`src/core/adc_regs_pkg.sv`:
```
// Constants for the converter register bank: select codes, widths,
// reset values and bit positions.
// Assumes the host drives a framed serial link clocked by the host.
`default_nettype none

package adc_regs_pkg;
   localparam logic [2:0] RS_DATA = 3'h3;
   localparam logic [2:0] RS_ID = 3'h4;
   localparam logic [2:0] RS_GPO = 3'h5;
   localparam int DATA_W = 24;
   localparam int BYTE_W = 8;
   localparam int FRAME_W = 32;
   localparam logic [23:0] DATA_RST = 24'h000000;
   localparam logic [7:0] GPO_RST = 8'h00;
   localparam logic [7:0] GPO_WMASK = 8'h3f;
   localparam int GPO_UPPER_EN = 5;
   localparam int GPO_LOWER_EN = 4;
   localparam int CMD_RW_BIT = 6;
   localparam int CMD_RS_HI = 5;
   localparam int CMD_RS_LO = 3;
   localparam logic [5:0] LEN_DATA = 6'h18;
   localparam logic [5:0] LEN_DATA_STA = 6'h20;
   localparam logic [5:0] LEN_BYTE = 6'h08;
endpackage : adc_regs_pkg

`default_nettype wire

```
`src/core/link_sampler.sv`:
```
// Two-flop synchroniser for a group of pin inputs, with edge pulses.
// Assumes every input is asynchronous to i_clk.
`default_nettype none

module link_sampler #(
   parameter int W = 7
) (
   input wire logic i_clk,
   input wire logic i_rst,
   input wire logic [W-1:0] i_async,
   output logic [W-1:0] o_sync,
   output logic [W-1:0] o_rise,
   output logic [W-1:0] o_fall
);
   logic [W-1:0] meta_r;
   logic [W-1:0] sync_r;
   logic [W-1:0] prev_r;

   genvar g;
   generate
      for (g = 0; g < W; g++) begin : g_bit
         // Edges are taken from the second stage only
         always_ff @(posedge i_clk or posedge i_rst) begin
            if (i_rst) begin
               meta_r[g] <= 1'b1;
               sync_r[g] <= 1'b1;
               prev_r[g] <= 1'b1;
            end else begin
               meta_r[g] <= i_async[g];
               sync_r[g] <= meta_r[g];
               prev_r[g] <= sync_r[g];
            end
         end
      end
   endgenerate

   assign o_sync = sync_r;
   assign o_rise = sync_r & ~prev_r;
   assign o_fall = ~sync_r & prev_r;
endmodule : link_sampler

`default_nettype wire

```
`src/core/adc_channel_regs.sv`:
```
// Result, identification and output control registers of the converter,
// with channel routing and the host serial link.
// Assumes host samples i_dout on rising link clock; frames on i_cs_n low.
`default_nettype none

module adc_channel_regs #(
   parameter logic [7:0] ID_CODE = 8'h5a // Arbitrary value
) (
   input wire logic i_clk,
   input wire logic i_rst,
   input wire logic i_sclk,
   input wire logic i_cs_n,
   input wire logic i_din,
   output logic o_dout,
   output logic o_rdy_n,
   input wire logic i_conv_valid,
   input wire logic [23:0] i_conv_data,
   input wire logic [7:0] i_channel_enable,
   input wire logic i_pseudo_sel,
   input wire logic i_append_status_enable,
   output logic [3:0] o_pos_input_sel,
   output logic [3:0] o_neg_input_sel,
   output logic o_neg_is_common,
   input wire logic [3:0] i_gp_pin,
   output logic [3:0] o_gp_out,
   output logic [3:0] o_gp_oe,
   output logic o_upper_pair_analog
);
   typedef enum logic [2:0] {
      ST_CMD = 3'b001,
      ST_READ = 3'b010,
      ST_WRITE = 3'b100
   } link_state_t;

   link_state_t state_r;
   link_state_t state_nxt;
   logic [6:0] s_sync;
   logic [6:0] s_rise;
   logic [7:0] cmd_r;
   logic [5:0] cnt_r;
   logic [5:0] len_r;
   logic [2:0] rs_r;
   logic [31:0] out_r;
   logic [23:0] data_r;
   logic [3:0] tag_r;
   logic rdy_n_r;
   logic [7:0] gpo_r;
   logic [3:0] pos_r;
   logic [3:0] neg_r;
   logic com_r;

   link_sampler #(.W(7)) u_sampler (
      .i_clk(i_clk),
      .i_rst(i_rst),
      .i_async({i_gp_pin, i_din, i_cs_n, i_sclk}),
      .o_sync(s_sync),
      .o_rise(s_rise),
      .o_fall()
   );

   wire cs_n_s = s_sync[1];
   wire din_s = s_sync[2];
   wire [3:0] gp_s = s_sync[6:3];
   wire bit_tick = s_rise[0] & ~cs_n_s;
   wire [7:0] cmd_full = {cmd_r[6:0], din_s};
   wire last_bit = (cnt_r == len_r - 6'h01);
   wire cmd_done = (state_r == ST_CMD) && bit_tick && (cnt_r == 6'h07);
   wire cmd_rd = cmd_full[adc_regs_pkg::CMD_RW_BIT];
   wire [2:0] cmd_rs =
      cmd_full[adc_regs_pkg::CMD_RS_HI:adc_regs_pkg::CMD_RS_LO];
   wire rd_done = (state_r == ST_READ) && bit_tick && last_bit;
   wire data_rd_done = rd_done && (rs_r == adc_regs_pkg::RS_DATA);
   wire wr_done = (state_r == ST_WRITE) && bit_tick && last_bit;
   wire upper_en = gpo_r[adc_regs_pkg::GPO_UPPER_EN];
   wire lower_en = gpo_r[adc_regs_pkg::GPO_LOWER_EN];

   // Status byte: not-ready in bit 7, channel tag in the low nibble
   wire [7:0] status_byte = {rdy_n_r, 3'h0, tag_r};
   // Value bits read back the pin itself while its pair drives
   wire [7:0] gpo_rd = {gpo_r[7:4],
      upper_en ? gp_s[3:2] : gpo_r[3:2],
      lower_en ? gp_s[1:0] : gpo_r[1:0]};

   // Read frames are left-justified so bit 31 always leaves first
   wire [31:0] load_val =
      (cmd_rs == adc_regs_pkg::RS_DATA) ?
         {data_r, status_byte} :
      (cmd_rs == adc_regs_pkg::RS_ID) ? {ID_CODE, 24'h000000} :
      (cmd_rs == adc_regs_pkg::RS_GPO) ? {gpo_rd, 24'h000000} :
      32'h00000000;
   wire [5:0] load_len =
      (cmd_rs != adc_regs_pkg::RS_DATA) ? adc_regs_pkg::LEN_BYTE :
      i_append_status_enable ? adc_regs_pkg::LEN_DATA_STA :
      adc_regs_pkg::LEN_DATA;

   always_comb begin
      state_nxt = state_r;
      case (state_r)
         ST_CMD: begin
            if (cmd_done) begin
               state_nxt = cmd_rd ? ST_READ : ST_WRITE;
            end
         end
         ST_READ: begin
            if (rd_done) begin
               state_nxt = ST_CMD;
            end
         end
         ST_WRITE: begin
            if (wr_done) begin
               state_nxt = ST_CMD;
            end
         end
         default: state_nxt = ST_CMD;
      endcase
      if (cs_n_s) begin
         state_nxt = ST_CMD;
      end
   end

   always_ff @(posedge i_clk or posedge i_rst) begin
      if (i_rst) begin
         state_r <= ST_CMD;
         cnt_r <= 6'h00;
      end else begin
         state_r <= state_nxt;
         if (cs_n_s || cmd_done || rd_done || wr_done) begin
            cnt_r <= 6'h00;
         end else if (bit_tick) begin
            cnt_r <= cnt_r + 6'h01;
         end
      end
   end

   // Command byte in, write data shares the same shifter
   always_ff @(posedge i_clk or posedge i_rst) begin
      if (i_rst) begin
         cmd_r <= 8'h00;
         rs_r <= 3'h0;
         len_r <= adc_regs_pkg::LEN_BYTE;
      end else if (bit_tick && state_r != ST_READ) begin
         cmd_r <= cmd_full;
         if (cmd_done) begin
            rs_r <= cmd_rs;
            len_r <= cmd_rd ? load_len : adc_regs_pkg::LEN_BYTE;
         end
      end
   end

   always_ff @(posedge i_clk or posedge i_rst) begin
      if (i_rst) begin
         out_r <= 32'h00000000;
      end else if (cmd_done && cmd_rd) begin
         out_r <= load_val;
      end else if (state_r == ST_READ && bit_tick) begin
         out_r <= {out_r[30:0], 1'b0};
      end
   end

   // A new conversion in the same cycle as a finished read wins
   always_ff @(posedge i_clk or posedge i_rst) begin
      if (i_rst) begin
         data_r <= adc_regs_pkg::DATA_RST;
         tag_r <= 4'h0;
         rdy_n_r <= 1'b1;
      end else if (i_conv_valid) begin
         data_r <= i_conv_data;
         tag_r <= i_channel_enable[7:4];
         rdy_n_r <= 1'b0;
      end else if (data_rd_done) begin
         rdy_n_r <= 1'b1;
      end
   end

   // Top two bits stay zero whatever the host sends
   always_ff @(posedge i_clk or posedge i_rst) begin
      if (i_rst) begin
         gpo_r <= adc_regs_pkg::GPO_RST;
      end else if (wr_done && rs_r == adc_regs_pkg::RS_GPO) begin
         gpo_r <= cmd_full & adc_regs_pkg::GPO_WMASK;
      end
   end

   always_ff @(posedge i_clk or posedge i_rst) begin
      if (i_rst) begin
         pos_r <= 4'h0;
         neg_r <= 4'h0;
         com_r <= 1'b0;
      end else begin
         pos_r <= i_channel_enable[7:4];
         neg_r <= i_pseudo_sel ? 4'h0 : i_channel_enable[3:0];
         com_r <= i_pseudo_sel;
      end
   end

   assign o_dout = out_r[31];
   assign o_rdy_n = rdy_n_r;
   assign o_pos_input_sel = pos_r;
   assign o_neg_input_sel = neg_r;
   assign o_neg_is_common = com_r;
   assign o_gp_out = gpo_r[3:0];
   assign o_gp_oe = {upper_en, upper_en, lower_en, lower_en};
   assign o_upper_pair_analog = ~upper_en;

   a_neg_route: assert property (@(posedge i_clk) disable iff (i_rst)
      !i_pseudo_sel |=> o_neg_input_sel == $past(i_channel_enable[3:0])
         && !o_neg_is_common)
      else $error("negative input not routed from low enable bits");
   a_pseudo_common: assert property (@(posedge i_clk)
      disable iff (i_rst)
      i_pseudo_sel |=> o_neg_is_common && o_neg_input_sel == 4'h0
         && o_pos_input_sel == $past(i_channel_enable[7:4]))
      else $error("pseudo mode routing wrong");
   a_read_sets_rdy: assert property (@(posedge i_clk)
      disable iff (i_rst)
      data_rd_done && !i_conv_valid |=> o_rdy_n)
      else $error("not-ready not set after result read");
   a_conv_ready: assert property (@(posedge i_clk) disable iff (i_rst)
      i_conv_valid |=> !o_rdy_n ##0 data_r == $past(i_conv_data)
         ##0 tag_r == $past(i_channel_enable[7:4]))
      else $error("conversion not captured");
   a_append_len: assert property (@(posedge i_clk) disable iff (i_rst)
      cmd_done && cmd_rd && cmd_rs == adc_regs_pkg::RS_DATA |=>
         len_r == ($past(i_append_status_enable) ? 6'h20 : 6'h18)
         && out_r[3:0] == tag_r)
      else $error("result frame length or tag wrong");
   a_id_load: assert property (@(posedge i_clk) disable iff (i_rst)
      cmd_done && cmd_rd && cmd_rs == adc_regs_pkg::RS_ID |=>
         out_r[31:24] == ID_CODE && len_r == 6'h08)
      else $error("identification not loaded");
   a_gpo_write: assert property (@(posedge i_clk) disable iff (i_rst)
      wr_done && rs_r == adc_regs_pkg::RS_GPO |=>
         gpo_r == ($past(cmd_full) & 8'h3f) && gpo_r[7:6] == 2'h0)
      else $error("output control write wrong");
   a_pair_enables: assert property (@(posedge i_clk)
      disable iff (i_rst)
      o_gp_oe == {gpo_r[5], gpo_r[5], gpo_r[4], gpo_r[4]}
         && o_upper_pair_analog == !gpo_r[5])
      else $error("pin pair enables wrong");
   a_msb_first: assert property (@(posedge i_clk) disable iff (i_rst)
      state_r == ST_READ && bit_tick && !last_bit |=>
         o_dout == $past(out_r[30]))
      else $error("serial output not msb first");
endmodule : adc_channel_regs

`default_nettype wire

```
`config.mk`:
```
export PLATFORM = sky130hd
export DESIGN_NAME = adc_channel_regs
export DESIGN_NICKNAME = d
export VERILOG_FILES = /design/src/core/adc_regs_pkg.sv /design/src/core/link_sampler.sv /design/src/core/adc_channel_regs.sv
export SDC_FILE = /design/constraint.sdc
export NUM_CORES = 1
export LEC_CHECK = 0
export BUFFER_PORTS_ARGS = -buffer_cell sky130_fd_sc_hd__buf_2
export CAP_MARGIN = 5
export CORE_MARGIN = 2
export CORE_UTILIZATION = 57
export CTS_CLUSTER_DIAMETER = 40
export CTS_CLUSTER_SIZE = 28
export DETAILED_ROUTE_END_ITERATION = 10
export PLACE_DENSITY = 0.76
export SLEW_MARGIN = 10
export SYNTH_ARGS = -nofsm -noshare
export SYNTH_HDL_FRONTEND = slang
export SYNTH_SLANG_ARGS = --single-unit
```
`constraint.sdc`:
```
create_clock -name i_clk -period 4.25 [get_ports i_clk]
set_input_delay 0.85 -clock i_clk [delete_from_list [all_inputs] [get_ports i_clk]]
set_output_delay 0.85 -clock i_clk [all_outputs]
set_load 0.03 [all_outputs]
```
---- Word-level counts from Yosys, hierarchy flattened ----
Cells that the tools add are included.
storage, ports and cells
  logic and storage cells ................. 89
  register bits ........................... 115
  input port bits ......................... 44
  output and inout bits ................... 20
operators by class
  multiplexer cells ....................... 21
  bitwise logic cells ..................... 5
  reductions and logical operators ........ 18
  equal/unequal tests ..................... 15
  $add $sub $neg .......................... 2
operators with widths
  operator                                              count
  two-way mux 32 bit                                    3
  two-way mux 31 bit                                    1
  two-way mux 30 bit                                    1
  two-way mux 6 bit                                     5
  two-way mux 3 bit                                     5
  != test 3 x 2 -> 1 bit (second input constant)        5
  equality test 3 bit (second input constant)           4
  logical AND 1 bit                                     10
  equality test 3 x 2 -> 1 bit (second input constant)  3
  one-hot mux 3 bit (3 select lines)                    1
  adder 6 x 1 -> 6 bit (second input constant)          1
  equality test 6 x 3 -> 1 bit (second input constant)  1
  equality test 6 bit                                   1
  nonzero test 2 bit                                    3
  subtractor 6 x 1 -> 6 bit (second input constant)     1
  two-way mux 2 bit                                     2
  two-way mux 4 bit                                     1
  equality test 3 x 1 -> 1 bit (second input constant)  1
  logical OR 1 bit                                      3
  NOT 1 bit                                             3
  AND reduction 3 bit                                   1
  bitwise AND 1 bit                                     2
  two-way mux 1 bit                                     2
  AND reduction 2 bit                                   1

---- Logic depth before layout (Yosys ltp) ----
  word-level depth ........................ 9
  mapped depth ............................ 7

---- Modules after synthesis ----
Synthesis repeated with hierarchy kept, for this count alone.
second synthesis, totals
  cells, all modules ...................... 382
  area, all modules ....................... 4944.7 sq um
modules (own cells, without submodules)
  module            area each (sq um)  cells an instance  times used  seq. area each (sq um)
  adc_channel_regs  4266.6             346                1           2431.1
  link_sampler      678.2              36                 1           551.8

---- Worst setup path after synthesis ----
No wires, ideal clock.
  path type ............................... in2reg
  start point ............................. input i_conv_valid
  end point ............................... register data_r[0]
  library setup time ...................... 0.125 ns
  setup slack ............................. 2.244 ns
  cell stages on the path ................. 3
  arrival time ............................ 1.881 ns
  buffers on the path ..................... 2
  data required time ...................... 4.125 ns
  cell sequence ........................... clkbuf_1 buf_1 mux2_2
RTL lines
  element               line                     source
  start, declared       adc_channel_regs.sv:16   input wire logic i_conv_valid,
  end signal, assigned  adc_channel_regs.sv:163  data_r <= adc_regs_pkg::DATA_RST;
  end signal, assigned  adc_channel_regs.sv:167  data_r <= i_conv_data;
  end, declared         adc_channel_regs.sv:44   logic [23:0] data_r;
No word-level cell between the ends.

---- Worst setup path after layout ----
  start point ............................. register u_sampler.sync_r[0], in the netlist u_sampler.o_sync[0]
  end point ............................... register out_r[22]
on the way
  word-level cells in the longest chain between the ends .. 6
  elaborated cells between the ends (all ways) .. 8
  classes of those cells .................. 1 x mux; 2 x bitwise; 5 x reduce/logical
ends and longest elaborated chain
  element                                                          line                     source
  start, declared                                                  link_sampler.sv:16       logic [W-1:0] sync_r;
  start signal, assigned by index                                  link_sampler.sv:30       sync_r[g] <= meta_r[g];
  bitwise AND 1 bit (*)                                            link_sampler.sv:38       assign o_rise = sync_r & ~prev_r;
  bitwise AND 1 bit (*)                                            adc_channel_regs.sv:64   wire bit_tick = s_rise[0] & ~cs_n_s;
  logical AND 1 bit (2 in series)                                  adc_channel_regs.sv:67   wire cmd_done = (state_r == ST_CMD) && bit_tick && (cnt_r == 6'h07);
  logical AND 1 bit                                                adc_channel_regs.sv:153  end else if (cmd_done && cmd_rd) begin
  two-way mux 32 bit / nonzero test 2 bit (equally long branches)  n/a
  end signal, assigned                                             adc_channel_regs.sv:154  out_r <= load_val;
  end signal, assigned                                             adc_channel_regs.sv:156  out_r <= {out_r[30:0], 1'b0};
  end, declared                                                    adc_channel_regs.sv:43   logic [31:0] out_r;
Mark *: on every way between the ends. The rest lies on a longest branch, timed or not.
A chain may end at the register's enable or synchronous reset.

==> key figures <==
Run status
  – Outcome: finished clean

Logic synthesis
  – Synth warn: 0
  – EDFF count, synth: 0
  – Sequential-to-total area share from yosys stat: about three fifths
  – Mapped Cells: about 360
  – Ys async rst share: 100%
  – Ys flop type: dfrtp_1
  – Mapped Nets: ~400
  – Netlist cell types: 39
  – Post-Synthesis Cell Area: ~4700 um2
  – Syn Area/Cell: roughly 13 um2
  – Yosys reg bits: 112

STA
  – Final hold slack: 361 ps
  – Setup TNS: 0 ps
  – Worst slew margin: approximately 43%
  – Min Clock Period, post-route: between 2000 and 3000 ps
  – Worst Skew: approximately 9.1 ps
  – Fmax: 385 MHz
  – RSZ-0062 raised after global routing: no
  – Final hold vios: 0
  – Worst-Margin Slew: between 800 and 900 ps
  – Final setup vio count: 0
  – Final Slew Violations: 0
  – Final setup margin: 1650 ps
  – Fin crit share: 61.2%

Die
  – CORE AREA: ~8000 um2
  – Die area: 9040 um2
  – Row Count: 33
  – Starting Density: around 58%
  – # IOs: 64
  – Die Y-Extent: 95.1 um
  – Die W: about 95 um

Route
  – WL final: approximately 8000 um
  – Drt drc: 0
  – Vias: ~2900
  – Initial DRT Pass Iterations: 4
  – Starting DRT DRC Count: 117
  – Vias per cell: about 5.5
  – Mean routed wirelength per cell: roughly 16 um
  – Antenna Nets Post-Route: 0

Finish
  – Reg area: between 2000 and 3000 um2
  – # nets final: between 400 and 500
  – Area of the multi-input gates: 1780 um2
  – Fin area: approximately 5300 um2
  – Synth-to-layout area growth: 12.2%
  – Filler Cells Inserted: 645
  – Ant diodes: 0
  – Share of post-route cells with drive strength above 1: roughly 36%

Setup path
  – CP arrival: approximately 2800 ps
  – Setup crit start kind: flop
  – CP max-delay cell: nor3b_2
  – Setup CP Type: flop to flop
  – Slowest cell delay on critical path: ~690 ps
  – Worst path cell trace: nor3b_2, and4_1, nand2_4, mux2i_1
  – Critical Path RT: between 4000 and 5000 ps
  – Top delay family on crit path: simple AND/OR/NAND/NOR gates
  – Largest fanout on the critical path: 28
  – Crit path buf inv count: 0
  – Crit path capture type: flop

Global routing
  – First-pass GRT wire length: about 14000 um
  – Vias in the first global route: a little under 3000
  – Largest net degree at the start of global routing: 73
  – Initial antenna violation count: 0
  – GRT Util Overall: 19.7%
  – Congestion Overflow GR: 0

Power and ir drop
  – Pwr Total: 2.01 mW
  – PwrDens: around 380 nW/um2
  – Leakage power: 2.77 nW
  – Maximum vdd ir drop: roughly 0.21 mV

Placement
  – Pre-CTS setup slack: ~1700 ps
  – Placed cell area: ~5100 um2
  – Hpwl dp: ~5500 um
  – Port bufs: 63
  – Routability congestion estimate: between 0.8 and 0.9

Clock tree
  – CTS H-tree depth: 3
  – CTS Hold Bufs: 0
  – Postcts setup bufs: 0
  – Clock tree buffer depth: 2
  – Root buffer cell: clkbuf_8
  – CTS tree: built
  – Clock Sinks: between 100 and 150
  – Clock transition at path regs: ~100 ps
  – Clk_lat worst skew: 370 ps
  – CTS buffer count: 9
  – CTS resizes: 0

Job
  – Max-Cap Viols: 0

Worst hold path
  – Type of the most critical hold path: flop to flop
## layout by cell type, fill, tap and decap left out, types with 5 or more instances in the layout
master    instances
dfrtp_1          94
buf_2            63
mux2i_1          60
mux2_2           42
nand2_1          41
dfstp_2          18
a21oi_1          10
clkbuf_8         10
inv_1             7
xor2_1            7
nor2b_1           6
nor3_1            5
nand3_1           5
## cell type report
type	instances	share of cell area [%]
Sequential cell	112	53.3
Multi-Input combinational cell	218	33.6
Timing Repair Buffer	67	6.51
Clock buffer	10	2.59
Tap cell	105	2.48
Clock inverter	6	0.943
Inverter	8	0.613
## sequential cells by signal (all words and copies together), names as in the netlist
name,flops
cmd_r,6
o_rdy_n,1
o_neg_is_common,1
data_r,24
u_sampler.prev_r,1
o_neg_input_sel,4
tag_r,4
len_r,3
out_r,32
cnt_r,6
state_r,3
gpo_r,6
o_pos_input_sel,4
u_sampler.meta_r,7
rs_r,3
u_sampler.o_sync,7
## cells by family after synthesis
group	Yosys count	synth area share [%]
AOI/OAI and AO/OA	21	2.91
and+or+nand+nor	84	9.50
DFF	112	59.8
xor gates and xnor gates	9	1.96
buffers and inverters	28	2.62
adders and majority gates	2	0.529
muxes	102	22.7
## through the flow
stage	instances	util, %
6_report	526	65.2
5_1_grt	526	65.2
4_1_cts	526	65.2
3_5_place_dp	510	62.9
3_3_place_gp	510	62.9
2_1_floorplan	358	-
## where the power goes
part           internal, mW  switching, mW
combinational        0.0954          0.122
clock                 0.238          0.362
sequential             1.13         0.0630
## final timing paths
| path | from | end | slack (ps) | depth (start not counted) |
|---|---|---|---|---|
| max | u_sampler.o_sync[0] | out_r[22] | 1650 | 4 |
| min | u_sampler.meta_r[1] | u_sampler.o_sync[1] | 360 | 0 |
| max reg2reg | u_sampler.o_sync[0] | out_r[22] | 1650 | 4 |
| min reg2reg | u_sampler.meta_r[1] | u_sampler.o_sync[1] | 360 | 0 |
| max in group asynchronous | i_rst | u_sampler.o_sync[0] | 2720 | 3 |
| min in group asynchronous | i_rst | data_r[13] | 640 | 2 |
## worst reg2reg max path, cell delays in order (launching register included)
cell     delay, ps
dfstp_2        540
nor3b_2        690
and4_1         630
nand2_4        380
mux2i_1        220
## Yosys cell counts (2+ instances only)
cell	n	area [um2]
nor4_1	3	18.8
nor3b_2	3	37.5
o21ai_0	3	15.0
a32oi_1	3	26.3
nand2_1	42	158
nand2b_1	2	12.5
nand4b_1	2	17.5
nor3_1	5	25.0
nor2b_1	6	37.5
dfrtp_1	94	2350
mux2i_1	60	601
dfstp_2	18	473
clkbuf_1	10	37.5
buf_2	6	30.0
a21oi_1	10	50.1
nand4_1	2	12.5
ha_1	2	25.0
inv_1	8	30.0
nor2_1	5	18.8
and2_1	2	12.5
nand3_1	5	25.0
buf_4	3	22.5
xor2_1	7	61.3
mux2_2	42	473
## layer usage
layer | GRT usage [%] | up-vias | wire (um)
li1 | - | 1358 | -
met1 | 26.7 | 1445 | 3680
met2 | 31.2 | 62 | 4020
met3 | 3.48 | 19 | 302
met4 | 8.94 | 0 | 177
met5 | 0 | - | 0
Note: power is estimated with default switching activity, not from simulation.
